<file path="src/logic/lfs_pkg.sv">
package lfs_pkg;

    // register word indices; byte address is four times the index
    localparam logic [29:0] LFS_IDX_CFG      = 30'h0000_0405;
    localparam logic [29:0] LFS_IDX_STATUS   = 30'h0000_0406;
    localparam logic [29:0] LFS_IDX_CNT_LOC  = 30'h0000_0407;
    localparam logic [29:0] LFS_IDX_CNT_REM  = 30'h0000_0408;
    localparam logic [29:0] LFS_IDX_CNT_INS  = 30'h0000_0409;

    // configuration fields and reset value
    localparam int          LFS_CFG_GEN_BIT  = 0;
    localparam int          LFS_CFG_UNI_BIT  = 1;
    localparam logic [1:0]  LFS_CFG_RST      = 2'h0;

    // status register fields
    localparam int          LFS_ST_LOC_BIT   = 0;
    localparam int          LFS_ST_REM_BIT   = 1;
    localparam int          LFS_ST_FLT_LSB   = 2;

    // event counters
    localparam int          LFS_CNT_W        = 16;
    localparam int          LFS_NUM_CNT      = 3;
    localparam int          LFS_CNT_LOC      = 0;
    localparam int          LFS_CNT_REM      = 1;
    localparam int          LFS_CNT_INS      = 2;

    // fault tracking figures
    localparam int          LFS_COL_WINDOW   = 128;
    localparam int          LFS_SEQ_NEEDED   = 4;

    // column characters
    localparam logic [7:0]  LFS_CH_IDLE      = 8'h07;
    localparam logic [7:0]  LFS_CH_SEQ       = 8'h9C;
    localparam logic [3:0]  LFS_SEQ_CTL      = 4'h1;
    localparam logic [7:0]  LFS_CTL_ALL      = 8'hFF;

    // fault value; code equals the sequence type byte
    typedef enum logic [1:0] {
        LFS_OK     = 2'h0,
        LFS_LOCAL  = 2'h1,
        LFS_REMOTE = 2'h2
    } lfs_fault_t;

    // tracker states, one-hot
    typedef enum logic [2:0] {
        LFS_TS_INIT  = 3'b001,
        LFS_TS_COUNT = 3'b010,
        LFS_TS_FAULT = 3'b100
    } lfs_trk_state_t;

    // one 64-bit column with its control lane
    typedef struct packed {
        logic [7:0]  ctl;
        logic [63:0] dat;
    } lfs_col_t;

    localparam lfs_col_t LFS_COL_IDLE = '{ctl: 8'hFF, dat: 64'h0707_0707_0707_0707};

    // build a sequence column carrying the given fault value
    function automatic lfs_col_t lfs_make_seq(input lfs_fault_t f);
        lfs_col_t c;
        c.ctl = {4'h0, LFS_SEQ_CTL};
        c.dat = {32'h0000_0000, 6'h00, f, 16'h0000, LFS_CH_SEQ};
        return c;
    endfunction

    // fault value carried by a column, OK when none
    function automatic lfs_fault_t lfs_decode_seq(input lfs_col_t c);
        lfs_fault_t f;
        f = LFS_OK;
        if (c.ctl[3:0] == LFS_SEQ_CTL && c.dat[7:0] == LFS_CH_SEQ
            && c.dat[23:8] == 16'h0000 && c.dat[31:26] == 6'h00) begin
            if (c.dat[25:24] == LFS_LOCAL || c.dat[25:24] == LFS_REMOTE) begin
                f = lfs_fault_t'(c.dat[25:24]);
            end
        end
        return f;
    endfunction

    // column made only of idle characters
    function automatic logic lfs_is_idle(input lfs_col_t c);
        return c.ctl == LFS_CTL_ALL && c.dat == LFS_COL_IDLE.dat;
    endfunction

endpackage

</file>
<file path="src/logic/lfs_fault_tracker.sv">
`timescale 1ns/100ps
`default_nettype none

module lfs_fault_tracker #(
    parameter int COL_WINDOW = lfs_pkg::LFS_COL_WINDOW,
    parameter int SEQ_NEEDED = lfs_pkg::LFS_SEQ_NEEDED
) (
    input  wire logic               clk_i,
    input  wire logic               rst_i,
    input  wire logic               ce_i,
    input  wire logic               col_vld_i,
    input  wire lfs_pkg::lfs_fault_t seq_i,
    output var  lfs_pkg::lfs_fault_t link_fault_o
);
    import lfs_pkg::*;

    localparam int             CW       = $clog2(COL_WINDOW);
    localparam logic [CW-1:0]  COL_LAST = CW'(COL_WINDOW - 1);
    localparam logic [3:0]     SEQ_LAST = 4'(SEQ_NEEDED);

    lfs_trk_state_t state, next_state;
    lfs_fault_t     last_seq, next_last_seq;
    lfs_fault_t     next_link_fault;
    logic [CW-1:0]  col_cnt, next_col_cnt;
    logic [3:0]     seq_cnt, next_seq_cnt;

    // next state of the link fault tracker
    always_comb begin
        next_state      = state;
        next_last_seq   = last_seq;
        next_link_fault = link_fault_o;
        next_col_cnt    = col_cnt;
        next_seq_cnt    = seq_cnt;
        if (col_vld_i) begin
            if (seq_i != LFS_OK) begin
                next_col_cnt = '0;
                case (state)
                    LFS_TS_INIT: begin
                        next_last_seq = seq_i;
                        next_seq_cnt  = 4'h1;
                        next_state    = LFS_TS_COUNT;
                    end
                    LFS_TS_COUNT, LFS_TS_FAULT: begin
                        if (seq_i != last_seq) begin
                            // new fault type restarts the count
                            next_last_seq = seq_i;
                            next_seq_cnt  = 4'h1;
                            next_state    = LFS_TS_COUNT;
                        end else if (state == LFS_TS_COUNT) begin
                            next_seq_cnt = seq_cnt + 4'h1;
                            if (seq_cnt + 4'h1 >= SEQ_LAST) begin
                                next_state      = LFS_TS_FAULT;
                                next_link_fault = last_seq;
                            end
                        end
                    end
                    default: begin
                        next_state = LFS_TS_INIT;
                    end
                endcase
            end else if (state != LFS_TS_INIT) begin
                if (col_cnt == COL_LAST) begin
                    // quiet window elapsed: back to OK
                    next_state      = LFS_TS_INIT;
                    next_link_fault = LFS_OK;
                    next_last_seq   = LFS_OK;
                    next_seq_cnt    = 4'h0;
                    next_col_cnt    = '0;
                end else begin
                    next_col_cnt = col_cnt + CW'(1);
                end
            end
        end
    end

    // tracker registers
    always_ff @(posedge clk_i) begin
        if (rst_i) begin
            state        <= LFS_TS_INIT;
            last_seq     <= LFS_OK;
            link_fault_o <= LFS_OK;
            col_cnt      <= '0;
            seq_cnt      <= 4'h0;
        end else if (ce_i) begin
            state        <= next_state;
            last_seq     <= next_last_seq;
            link_fault_o <= next_link_fault;
            col_cnt      <= next_col_cnt;
            seq_cnt      <= next_seq_cnt;
        end
    end

endmodule // lfs_fault_tracker

`default_nettype wire

</file>
<file path="src/logic/lfs_rs.sv">
// Local design decision: register access over Wishbone.
`timescale 1ns/100ps
`default_nettype none

// Function
// - transmit fault signaling is off after reset; enabled by config bit 0
// - mode 01: send remote fault sequences while a local fault is seen
// - mode 01: send idle columns instead of frames while remote fault seen
// - mode 11: fault sequences go only into interpacket gaps, frames intact
// - receive side raises remote or local fault flag on matching sequences
// - flag clears after more than 127 columns without fault sequences
// - only each received column's low 4 control bits and low 32 data bits are inspected
// - fault value taken after four same sequences, under 128 columns apart
// - fault state returns to OK after 128 columns without fault sequences
// - fault flags follow receive detection whatever the configuration holds
// - fault flags are registered on clk_i, the single module clock
// - one-way mode output follows config bit 1
// - fault emission enable output follows config bit 0
// - both enable outputs are registered on clk_i, the single module clock
module lfs_rs #(
    parameter int COL_WINDOW = lfs_pkg::LFS_COL_WINDOW,
    parameter int SEQ_NEEDED = lfs_pkg::LFS_SEQ_NEEDED
) (
    input  wire logic             clk_i,
    input  wire logic             rst_i,
    input  wire logic             ce_i,
    // classic wishbone slave
    input  wire logic             wb_cyc_i,
    input  wire logic             wb_stb_i,
    input  wire logic             wb_we_i,
    input  wire logic [31:0]      wb_adr_i,
    input  wire logic [3:0]       wb_sel_i,
    input  wire logic [31:0]      wb_dat_i,
    output logic      [31:0]      wb_dat_o,
    output logic                  wb_ack_o,
    // receive columns from the pcs side
    input  wire logic             rx_vld_i,
    input  wire lfs_pkg::lfs_col_t rx_col_i,
    // transmit columns from the mac, and towards the pcs
    input  wire logic             tx_vld_i,
    input  wire lfs_pkg::lfs_col_t tx_col_i,
    output logic                  tx_vld_o,
    output var  lfs_pkg::lfs_col_t tx_col_o,
    // fault status and enables
    output logic                  local_fault_status_o,
    output logic                  remote_fault_status_o,
    output logic                  unidir_en_o,
    output logic                  fault_gen_en_o
);
    import lfs_pkg::*;

    // bus decode helper, used for every register
    function automatic logic reg_hit(input logic [31:0] adr, input logic [29:0] idx);
        return adr[31:2] == idx;
    endfunction

    logic [1:0]            cfg;
    logic                  bus_req;
    logic                  bus_wr;
    logic [31:0]           next_rdata;
    lfs_fault_t            rx_seq;
    lfs_fault_t            link_fault;
    lfs_fault_t            link_fault_d;
    lfs_col_t              next_tx_col;
    logic                  next_inserted;
    logic [LFS_CNT_W-1:0]  cnt      [LFS_NUM_CNT];
    logic [LFS_NUM_CNT-1:0] cnt_inc;
    logic [LFS_NUM_CNT-1:0] cnt_clr;

    // a request is taken on the edge where it stands and ack is low
    assign bus_req = wb_cyc_i && wb_stb_i && !wb_ack_o;
    assign bus_wr  = bus_req && wb_we_i;

    // ack for one cycle, one edge after the request is seen
    always_ff @(posedge clk_i) begin
        if (rst_i) begin
            wb_ack_o <= 1'b0;
        end else if (ce_i) begin
            wb_ack_o <= bus_req;
        end
    end

    // configuration register, low byte lane holds both fields
    always_ff @(posedge clk_i) begin
        if (rst_i) begin
            cfg <= LFS_CFG_RST;
        end else if (ce_i) begin
            if (bus_wr && wb_sel_i[0] && reg_hit(wb_adr_i, LFS_IDX_CFG)) begin
                cfg <= wb_dat_i[1:0];
            end
        end
    end

    // read data selection; unmapped words read zero
    always_comb begin
        next_rdata = 32'h0000_0000;
        if (reg_hit(wb_adr_i, LFS_IDX_CFG)) begin
            next_rdata[1:0] = cfg;
        end else if (reg_hit(wb_adr_i, LFS_IDX_STATUS)) begin
            next_rdata[LFS_ST_LOC_BIT]              = local_fault_status_o;
            next_rdata[LFS_ST_REM_BIT]              = remote_fault_status_o;
            next_rdata[LFS_ST_FLT_LSB+1:LFS_ST_FLT_LSB] = link_fault;
        end else if (reg_hit(wb_adr_i, LFS_IDX_CNT_LOC)) begin
            next_rdata[LFS_CNT_W-1:0] = cnt[LFS_CNT_LOC];
        end else if (reg_hit(wb_adr_i, LFS_IDX_CNT_REM)) begin
            next_rdata[LFS_CNT_W-1:0] = cnt[LFS_CNT_REM];
        end else if (reg_hit(wb_adr_i, LFS_IDX_CNT_INS)) begin
            next_rdata[LFS_CNT_W-1:0] = cnt[LFS_CNT_INS];
        end
    end

    // read data captured with the ack
    always_ff @(posedge clk_i) begin
        if (rst_i) begin
            wb_dat_o <= 32'h0000_0000;
        end else if (ce_i) begin
            if (bus_req && !wb_we_i) begin
                wb_dat_o <= next_rdata;
            end
        end
    end

    // receive column inspection, control and data lanes together
    assign rx_seq = rx_vld_i ? lfs_decode_seq(rx_col_i) : LFS_OK;

    // link fault state machine over received columns
    lfs_fault_tracker #(
        .COL_WINDOW (COL_WINDOW),
        .SEQ_NEEDED (SEQ_NEEDED)
    ) u_tracker (
        .clk_i        (clk_i),
        .rst_i        (rst_i),
        .ce_i         (ce_i),
        .col_vld_i    (rx_vld_i),
        .seq_i        (rx_seq),
        .link_fault_o (link_fault)
    );

    // fault flags, independent of the configuration
    always_ff @(posedge clk_i) begin
        if (rst_i) begin
            local_fault_status_o  <= 1'b0;
            remote_fault_status_o <= 1'b0;
        end else if (ce_i) begin
            local_fault_status_o  <= link_fault == LFS_LOCAL;
            remote_fault_status_o <= link_fault == LFS_REMOTE;
        end
    end

    // enable outputs mirror the configuration fields
    always_ff @(posedge clk_i) begin
        if (rst_i) begin
            unidir_en_o    <= 1'b0;
            fault_gen_en_o <= 1'b0;
        end else if (ce_i) begin
            unidir_en_o    <= cfg[LFS_CFG_UNI_BIT];
            fault_gen_en_o <= cfg[LFS_CFG_GEN_BIT];
        end
    end

    // transmit column choice from mode and fault state
    always_comb begin
        next_tx_col   = tx_col_i;
        next_inserted = 1'b0;
        if (cfg[LFS_CFG_GEN_BIT] && tx_vld_i) begin
            if (!cfg[LFS_CFG_UNI_BIT]) begin
                if (link_fault == LFS_LOCAL) begin
                    next_tx_col   = lfs_make_seq(LFS_REMOTE);
                    next_inserted = 1'b1;
                end else if (link_fault == LFS_REMOTE) begin
                    next_tx_col = LFS_COL_IDLE;
                end
            end else if (link_fault == LFS_LOCAL && lfs_is_idle(tx_col_i)) begin
                // only idle columns are replaced, frames go through
                next_tx_col   = lfs_make_seq(LFS_REMOTE);
                next_inserted = 1'b1;
            end
        end
    end

    // transmit output register
    always_ff @(posedge clk_i) begin
        if (rst_i) begin
            tx_vld_o <= 1'b0;
            tx_col_o <= LFS_COL_IDLE;
        end else if (ce_i) begin
            tx_vld_o <= tx_vld_i;
            tx_col_o <= next_tx_col;
        end
    end

    // previous fault value, for entry events
    always_ff @(posedge clk_i) begin
        if (rst_i) begin
            link_fault_d <= LFS_OK;
        end else if (ce_i) begin
            link_fault_d <= link_fault;
        end
    end

    // counter events and clears by a write to the counter word
    assign cnt_inc[LFS_CNT_LOC] = link_fault == LFS_LOCAL && link_fault_d != LFS_LOCAL;
    assign cnt_inc[LFS_CNT_REM] = link_fault == LFS_REMOTE && link_fault_d != LFS_REMOTE;
    assign cnt_inc[LFS_CNT_INS] = next_inserted;
    assign cnt_clr[LFS_CNT_LOC] = bus_wr && reg_hit(wb_adr_i, LFS_IDX_CNT_LOC);
    assign cnt_clr[LFS_CNT_REM] = bus_wr && reg_hit(wb_adr_i, LFS_IDX_CNT_REM);
    assign cnt_clr[LFS_CNT_INS] = bus_wr && reg_hit(wb_adr_i, LFS_IDX_CNT_INS);

    // saturating event counters; an event in the clearing cycle counts
    generate
        for (genvar i = 0; i < LFS_NUM_CNT; i++) begin : g_cnt
            always_ff @(posedge clk_i) begin
                if (rst_i) begin
                    cnt[i] <= '0;
                end else if (ce_i) begin
                    if (cnt_clr[i]) begin
                        cnt[i] <= LFS_CNT_W'(cnt_inc[i]);
                    end else if (cnt_inc[i] && cnt[i] != '1) begin
                        cnt[i] <= cnt[i] + LFS_CNT_W'(1);
                    end
                end
            end
        end
    endgenerate

endmodule // lfs_rs

`default_nettype wire

</file>
<file path="config.mk">
export PLATFORM = sky130hd
export DESIGN_NAME = lfs_rs
export DESIGN_NICKNAME = d
export VERILOG_FILES = /design/src/logic/lfs_pkg.sv /design/src/logic/lfs_fault_tracker.sv /design/src/logic/lfs_rs.sv
export SDC_FILE = /design/constraint.sdc
export NUM_CORES = 1
export LEC_CHECK = 0
export BUFFER_PORTS_ARGS = -buffer_cell sky130_fd_sc_hd__buf_4
export CAP_MARGIN = 30
export CORE_ASPECT_RATIO = 2
export CORE_MARGIN = 4
export CORE_UTILIZATION = 49
export CTS_BUF_LIST = sky130_fd_sc_hd__clkbuf_4 sky130_fd_sc_hd__clkbuf_8 sky130_fd_sc_hd__clkbuf_16
export DETAILED_ROUTE_END_ITERATION = 10
export PLACE_DENSITY = 0.91
export SLEW_MARGIN = 20
export SYNTH_ARGS = -nofsm -noshare
export SYNTH_HDL_FRONTEND = slang
export SYNTH_HIERARCHICAL = 1
export SYNTH_SLANG_ARGS = --single-unit
</file>
<file path="constraint.sdc">
create_clock -name clk_i -period 3.7 [get_ports clk_i]
set_input_delay 0.37 -clock clk_i [delete_from_list [all_inputs] [get_ports clk_i]]
set_output_delay 0.37 -clock clk_i [all_outputs]
set_load 0.1 [all_outputs]
</file>
==> impl_metrics.yaml, run 1 <==
route:
  routed_wirelength_mm: 27.3
  first_iter_violations: 529
  via_per_inst: 6.19
  routedWlPerCell_um: 21.0
  drc: 0
  vias: 8071
  drt_pass1_iterations: 5
  route.antenna.remaining_nets: 0
cts:
  htree_num_levels: 4
  number_of_buffers_inserted_by_hold_repair_at_cts: 0
  clock_latency_ns: 0.43
  sinks_on_the_clock_net: 164
  cts.clk_slew.worst_paths_ns: 0.06
  cts-buffers-inserted: 17
  post_cts_resized: 0
  cts_post_setup_buffers_inserted: 0
  tritoncts: "done"
  ctsLongestPathBuffers: 2
  clk_root_buffer_cell: "sky130_fd_sc_hd__clkbuf_16"
outcome:
  status: "finished, final reports clean"
layout:
  filler_cell_count: 1333
  multi_input_comb_area_sq_mm: 0.00427
  final_common_cell: "sky130_fd_sc_hd__buf_4"
  drive_gt1_share_pct: 28.5
  seq_area_sq_mm: 0.00376
  layout-area-overhead-vs-synth_pct: 30.2
  design_area_sq_mm: 0.0108
  num-nets-final: 1309
  antenna-diode-count: 0
  leading_cell_types_in_the_layout_fill_and_taps_excluded: "sky130_fd_sc_hd__buf_4, sky130_fd_sc_hd__dfxtp_1, sky130_fd_sc_hd__nor2_1, sky130_fd_sc_hd__nand2_1, sky130_fd_sc_hd__a32o_1"
power_and_ir_drop:
  power.density_cell_area_mw_per_mm2: 425
  ir_worst_vdd_v: 0.000362
  total_power_mw: 4.59
  leakage_nw: 4.25
critical_path:
  worstSetupStartpoint: "rx_col_i[26]"
  critPathRequiredTime_ns: 4.01
  critPathLaunchType: "primary input"
  reg2regPathDepth: 7
  r2r-start: "cnt[1][0]"
  critical_path.reg2reg.endpoint: "cnt[1][11]"
  max_stage_delay_ns: 0.44
  crit_buf_inv: 1
  crit_path_kind: "primary input to register"
  reg2reg_slack_ns: 1.04
  worst_path_max_delay_cell: "sky130_fd_sc_hd__or3_1"
  path_cells: "buf_4 -> nor4_1 -> nand4_1 -> nor3_1 -> and3b_1 -> xor2_1 -> or3_1 -> nor4bb_1 -> o21ai_0 -> a32o_1"
  critical-path-top-delay-family: "simple AND/OR/NAND/NOR gates"
  endpoint_kind: "register"
  worst_ep_arrival_time_ns: 3.01
  critical_path.max_fanout: 6
global_route:
  first_pass_grt_wire_length_mm: 41.6
  grt_start_max_net_pins: 40
  number_of_antenna_violations_at_the_first_check_in_global_routing: 0
  grt-ovfl-total: 0
  grt_use_total_pct: 27.6
  number_of_global_route_vias_before_repair: 8050
timing:
  fmaxAchievable_ghz: 0.371
  setup-tns-final_ns: 0
  final-setup-viol-count: 0
  slew-limit-headroom_pct: 54.1
  report.final.slew_viol_count: 0
  setup_slack_ns: 1.00
  post-route-min-period_ns: 2.70
  unrepaired_setup_endpoints_after_global_routing: "no"
  clock_skew_after_layout_ns: 0.0101
  worst-slew-pin-transition_ns: 0.679
  hold_viol_final: 0
  post-route-period-util_pct: 72.9
synth:
  netlist_instances: 857
  synth.avg_cell_area_sq_um: 9.69
  postSynthRegisterBits: 164
  synthesis.yosys.warnings: 6
  synth-async-reset-ratio_pct: 0
  synth_sequential_area_ratio_pct: 45.3
  synth.lib_cells_used.distinct: 67
  synth_ff_type: "sky130_fd_sc_hd__dfxtp_1"
  syn_area_sq_mm: 0.00830
  synth-edff-count: 48
hold_path:
  min-delay-start: "tx_col_i[11]"
  hold_path_class: "primary input to register"
  hold-path-cell-count: 2
  holdPathEnd: "tx_col_o[11]"
die:
  die_height_um: 192
  floorplan_core_area_sq_mm: 0.0167
  row_count: 67
  initial_standard_cell_utilization_of_the_core_pct: 49.8
  die_width_um: 100
  io_pins: 330
  total_die_area_sq_mm: 0.0192
flow_run:
  drv.max_cap_violation_count: 0
placed_design:
  gp_congestion: 0.917
  dp.final_hpwl_mm: 21.3
  port_buffers: 242
  dpl_worst_slack_ns: 0.631
  placed_area_sq_mm: 0.0102
per-layer routing:
layer / wire length [um] / part of all wire (%) / track usage, % / up-vias
met5: 0 / 0 / 0 / -
li1: - / - / - / 3731
met3: 1860 / 6.8 / 5.63 / 91
met4: 1950 / 7.1 / 19.3 / 0
met1: 8930 / 33 / 27.0 / 3843
met2: 14600 / 53 / 50.7 / 406
area by class of cell:
class | instances | area share [%]
multi-input cells | 638 | 39.5
repair buffers | 255 | 17.7
clock inverters | 15 | 1.35
inverters | 8 | 0.278
clock buffers | 17 | 3.93
well taps | 207 | 2.40
flip-flops and latches | 164 | 34.8
flip-flops by register name, indices dropped and copies added, names as in the netlist:
name                    cells
u_tracker/col_cnt           7
cnt                        48
u_tracker/last_seq          2
wb_ack_o                    1
unidir_en_o                 1
u_tracker/state             3
local_fault_status_o        1
wb_dat_o                   16
link_fault_d                2
u_tracker/seq_cnt           4
u_tracker/link_fault_o      2
tx_col_o                   72
tx_vld_o                    1
fault_gen_en_o              1
remote_fault_status_o       1
cfg                         2
power breakdown:
part	leakage [nW]	internal (mW)	switching, mW
clock	0.281	0.945	0.786
sequential	1.41	1.92	0.0642
combinational	2.57	0.250	0.625
kinds of logic after synthesis:
logic type                 Yosys count  synth area share [%]
muxes                               18                  2.20
DFF                                164                  45.3
other                                1                0.0452
AOI/OAI and AO/OA                  170                  17.1
adders and majority gates            5                 0.754
buffers and inverters               70                  4.14
xor gates and xnor gates            49                  5.17
and+or+nand+nor                    380                  25.3
cell usage after synthesis (3+ instances only):
master | n | share of area, %
sky130_fd_sc_hd__and4_1 | 9 | 0.95
sky130_fd_sc_hd__ha_1 | 5 | 0.75
sky130_fd_sc_hd__nand2b_1 | 12 | 0.90
sky130_fd_sc_hd__nand3b_1 | 7 | 0.63
sky130_fd_sc_hd__or2_2 | 4 | 0.30
sky130_fd_sc_hd__buf_4 | 18 | 1.6
sky130_fd_sc_hd__nor4bb_1 | 11 | 1.3
sky130_fd_sc_hd__nor3_1 | 43 | 2.6
sky130_fd_sc_hd__or3_1 | 3 | 0.23
sky130_fd_sc_hd__a21oi_1 | 17 | 1.0
sky130_fd_sc_hd__o32a_1 | 3 | 0.36
sky130_fd_sc_hd__nand3_1 | 35 | 2.1
sky130_fd_sc_hd__a211oi_1 | 9 | 0.81
sky130_fd_sc_hd__clkbuf_1 | 37 | 1.7
sky130_fd_sc_hd__edfxtp_1 | 48 | 17
sky130_fd_sc_hd__nand2_1 | 73 | 3.3
sky130_fd_sc_hd__o211ai_1 | 4 | 0.36
sky130_fd_sc_hd__o21ai_0 | 9 | 0.54
sky130_fd_sc_hd__xnor2_1 | 19 | 2.0
sky130_fd_sc_hd__dfxtp_1 | 116 | 28
sky130_fd_sc_hd__nand4b_1 | 8 | 0.84
sky130_fd_sc_hd__and3_1 | 12 | 0.90
sky130_fd_sc_hd__nor3b_1 | 6 | 0.54
sky130_fd_sc_hd__a221o_1 | 14 | 1.7
sky130_fd_sc_hd__o2bb2ai_1 | 3 | 0.32
sky130_fd_sc_hd__nor2_1 | 79 | 3.6
sky130_fd_sc_hd__nor4_1 | 19 | 1.4
sky130_fd_sc_hd__nand4_1 | 20 | 1.5
sky130_fd_sc_hd__inv_1 | 8 | 0.36
sky130_fd_sc_hd__o22ai_1 | 29 | 2.2
sky130_fd_sc_hd__a31oi_1 | 7 | 0.53
sky130_fd_sc_hd__xor2_1 | 30 | 3.2
sky130_fd_sc_hd__o31ai_1 | 4 | 0.36
sky130_fd_sc_hd__and2_1 | 5 | 0.38
sky130_fd_sc_hd__a41oi_1 | 3 | 0.32
sky130_fd_sc_hd__a32o_1 | 51 | 6.1
sky130_fd_sc_hd__a211oi_2 | 4 | 0.60
sky130_fd_sc_hd__buf_2 | 5 | 0.30
sky130_fd_sc_hd__mux2i_1 | 16 | 1.9
sky130_fd_sc_hd__nor4b_1 | 12 | 1.3
sky130_fd_sc_hd__nor2b_1 | 6 | 0.45
sky130_fd_sc_hd__or4_1 | 3 | 0.27
worst reg2reg max path, delay by kind of cell (launching register included):
kind / cells / cell delay (ns)
simple gates: 5 / 1.51
buf+inv: 1 / 0.23
fa+ha+maj: 1 / 0.23
flops: 1 / 0.43
stage by stage:
step,hold WS [ns],cells,utilization [%]
floorplan,0.436,872,-
global placement,0.445,1272,61.4
detailed placement,0.452,1272,61.4
CTS,0.180,1304,64.8
global route,0.194,1304,64.8
finish,0.196,1304,64.8
how the worst max path moves through the flow:
stage          cells past startpoint                        end  slack, ns
3_5_place_dp                      10  u_tracker/link_fault_o[1]       0.63
5_1_grt                           10  u_tracker/link_fault_o[0]       0.72
4_1_cts                           10  u_tracker/link_fault_o[1]       1.02
2_1_floorplan                      6                  cnt[2][0]       0.42
6_report                          10  u_tracker/link_fault_o[1]       1.00
3_3_place_gp                      10  u_tracker/link_fault_o[1]       0.76
(Power assumes the default switching activity.)
==> run 2: changes to the inputs <==
==> constraint.sdc (replaced) <==
create_clock -name clk_i -period 2.5 [get_ports clk_i]
set_input_delay 0.25 -clock clk_i [delete_from_list [all_inputs] [get_ports clk_i]]
set_output_delay 0.25 -clock clk_i [all_outputs]
set_load 0.1 [all_outputs]
==> run 2 against run 1 <==
Clock skew is 0.00096 ns lower. First-iteration DRC count decreased by 11%. Worst setup slack got worse by 0.74 ns. Power increased by 50%. Flip-flop and latch count stayed put. Clock power is 51% higher. Design area up 3.7%. Via count rose by 3.2%. Hold slack worse by 0.13 ns. Critical endpoint is now cnt[0][7]. Largest cell class unchanged. Largest power group unchanged.
==> impl_metrics.yaml, run 2 (synthesis gave the netlist of run 1 again) <==
route:
  route.antenna.remaining_nets: 0
  via_per_inst: 6.20
  vias: 8327
  drc: 0
  drt_pass1_iterations: 5
  routedWlPerCell_um: 20.9
  routed_wirelength_mm: 28.1
  first_iter_violations: 472
cts:
  post_cts_resized: 0
  clk_root_buffer_cell: "sky130_fd_sc_hd__clkbuf_16"
  sinks_on_the_clock_net: 164
  htree_num_levels: 4
  cts.clk_slew.worst_paths_ns: 0.07
  number_of_buffers_inserted_by_hold_repair_at_cts: 0
  ctsLongestPathBuffers: 2
  cts_post_setup_buffers_inserted: 0
  tritoncts: "done"
  cts-buffers-inserted: 17
  clock_latency_ns: 0.43
layout:
  layout-area-overhead-vs-synth_pct: 35.1
  largest_reg_flops: 72
  drive_gt1_share_pct: 31.3
  post-route-util_pct: 67.2
  layout_top_registers: "tx_col_o (72), cnt (48), wb_dat_o (16)"
  registers.top_by_ff_count: "tx_col_o"
  final_common_cell: "sky130_fd_sc_hd__buf_4"
  num-nets-final: 1347
  leading_cell_types_in_the_layout_fill_and_taps_excluded: "sky130_fd_sc_hd__buf_4, sky130_fd_sc_hd__dfxtp_1, sky130_fd_sc_hd__nor2_1, sky130_fd_sc_hd__nand2_1, sky130_fd_sc_hd__a32o_1"
critical_path:
  critPathLaunchType: "register"
  critical_path.max_fanout: 16
  critPathRequiredTime_ns: 2.64
  crit_path_kind: "register to register"
  endpoint_kind: "register"
  worst_ep_arrival_time_ns: 2.38
timing:
  final-setup-viol-count: 0
  fmaxAchievable_ghz: 0.447
  setup-tns-final_ns: 0
  post-route-min-period_ns: 2.24
  clock_skew_after_layout_ns: 0.00915
  post-route-period-util_pct: 89.6
  report.final.slew_viol_count: 0
  worst-slew-pin-transition_ns: 0.523
  unrepaired_setup_endpoints_after_global_routing: "no"
  slew-limit-headroom_pct: 64.6
  hold_viol_final: 0
die:
  io_pins: 330
  floorplan_core_area_sq_mm: 0.0167
  total_die_area_sq_mm: 0.0192
  die_width_um: 100
  initial_standard_cell_utilization_of_the_core_pct: 49.8
  die_height_um: 192
  row_count: 67
global_route:
  number_of_global_route_vias_before_repair: 8509
  grt-ovfl-total: 0
  grt_start_max_net_pins: 38
  first_pass_grt_wire_length_mm: 42.9
  grt_use_total_pct: 28.7
  number_of_antenna_violations_at_the_first_check_in_global_routing: 0
flow_run:
  drv.max_cap_violation_count: 0
placed_design:
  port_buffers: 242
  dp.final_hpwl_mm: 21.9
  gp_congestion: 0.966
power_and_ir_drop:
  leakage_nw: 4.47
  power.density_cell_area_mw_per_mm2: 613
  ir_worst_vdd_v: 0.000510
outcome:
  status: "finished, final reports clean"
hold_path:
  hold_path_class: "primary input to register"
==> run 2: cell types whose count changed in the layout (fill, tap and decap cells not counted), sizes merged <==
| cell | change |
|---|---|
| buf | +38 |
| clkbuf | +2 |
| diode | +1 |
| clkinv | -2 |
==> run 2: layout make-up <==
| type | count | area (sq um) |
|---|---|---|
| clock buffers | 19 | 475 |
| clock inverters | 13 | 115 |
| repair buffers | 293 | 2260 |
| inverters | 8 | 30.0 |
| fillers | 1285 | 5470 |
| multi-input cells | 638 | 4300 |
| diodes | 1 | 2.50 |
| flip-flops and latches | 164 | 3760 |
| well taps | 207 | 259 |
==> run 2: through the flow <==
step | setup WS, ns | hold WS (ns) | cell area (sq um) | std cells | total power, mW
2_1_floorplan | 0.0236 | 0.392 | 8390 | 872 | 3.85
3_3_place_gp | -0.0330 | 0.449 | 10600 | 1309 | 4.27
3_5_place_dp | -0.111 | 0.455 | 10600 | 1310 | 4.29
4_1_cts | 0.242 | 0.0524 | 11200 | 1342 | 6.90
5_1_grt | 0.131 | 0.0610 | 11200 | 1342 | 7.07
6_report | 0.261 | 0.0692 | 11200 | 1343 | 6.87
==> run 2: layer usage <==
metal / vias to the layer above / wire length (um) / global-route usage, %
li1: 3809 / - / -
met2: 460 / 15000 / 53.1
met5: - / 0 / 0
met4: 0 / 2040 / 20.9
met1: 3943 / 8900 / 26.5
met3: 115 / 2070 / 7.02
==> run 2: final timing paths <==
check        slack, ns    startpoint            to  cells after the start
min               0.07  tx_col_i[11]  tx_col_o[11]                      2
min reg2reg       0.47  tx_col_o[36]  tx_col_o[36]                      1
max reg2reg       0.26     cnt[0][0]     cnt[0][7]                      7
max               0.26     cnt[0][0]     cnt[0][7]                      7
==> run 2: worst max-delay path: stages (launching register included) <==
cell and delay [ns]:
sky130_fd_sc_hd__edfxtp_1 0.46, sky130_fd_sc_hd__ha_1 0.26, sky130_fd_sc_hd__and3_1 0.25, sky130_fd_sc_hd__and4_1 0.25, sky130_fd_sc_hd__a41oi_1 0.28, sky130_fd_sc_hd__nand2_1 0.12, sky130_fd_sc_hd__nand3_1 0.15, sky130_fd_sc_hd__buf_12 0.17
==> run 2: report_power, final <==
group / internal [mW] / switching [mW] / total (mW)
Sequential: 2.85 / 0.100 / 2.95
Clock: 1.50 / 1.12 / 2.62
Combinational: 0.380 / 0.923 / 1.30
Total: 4.72 / 2.15 / 6.87
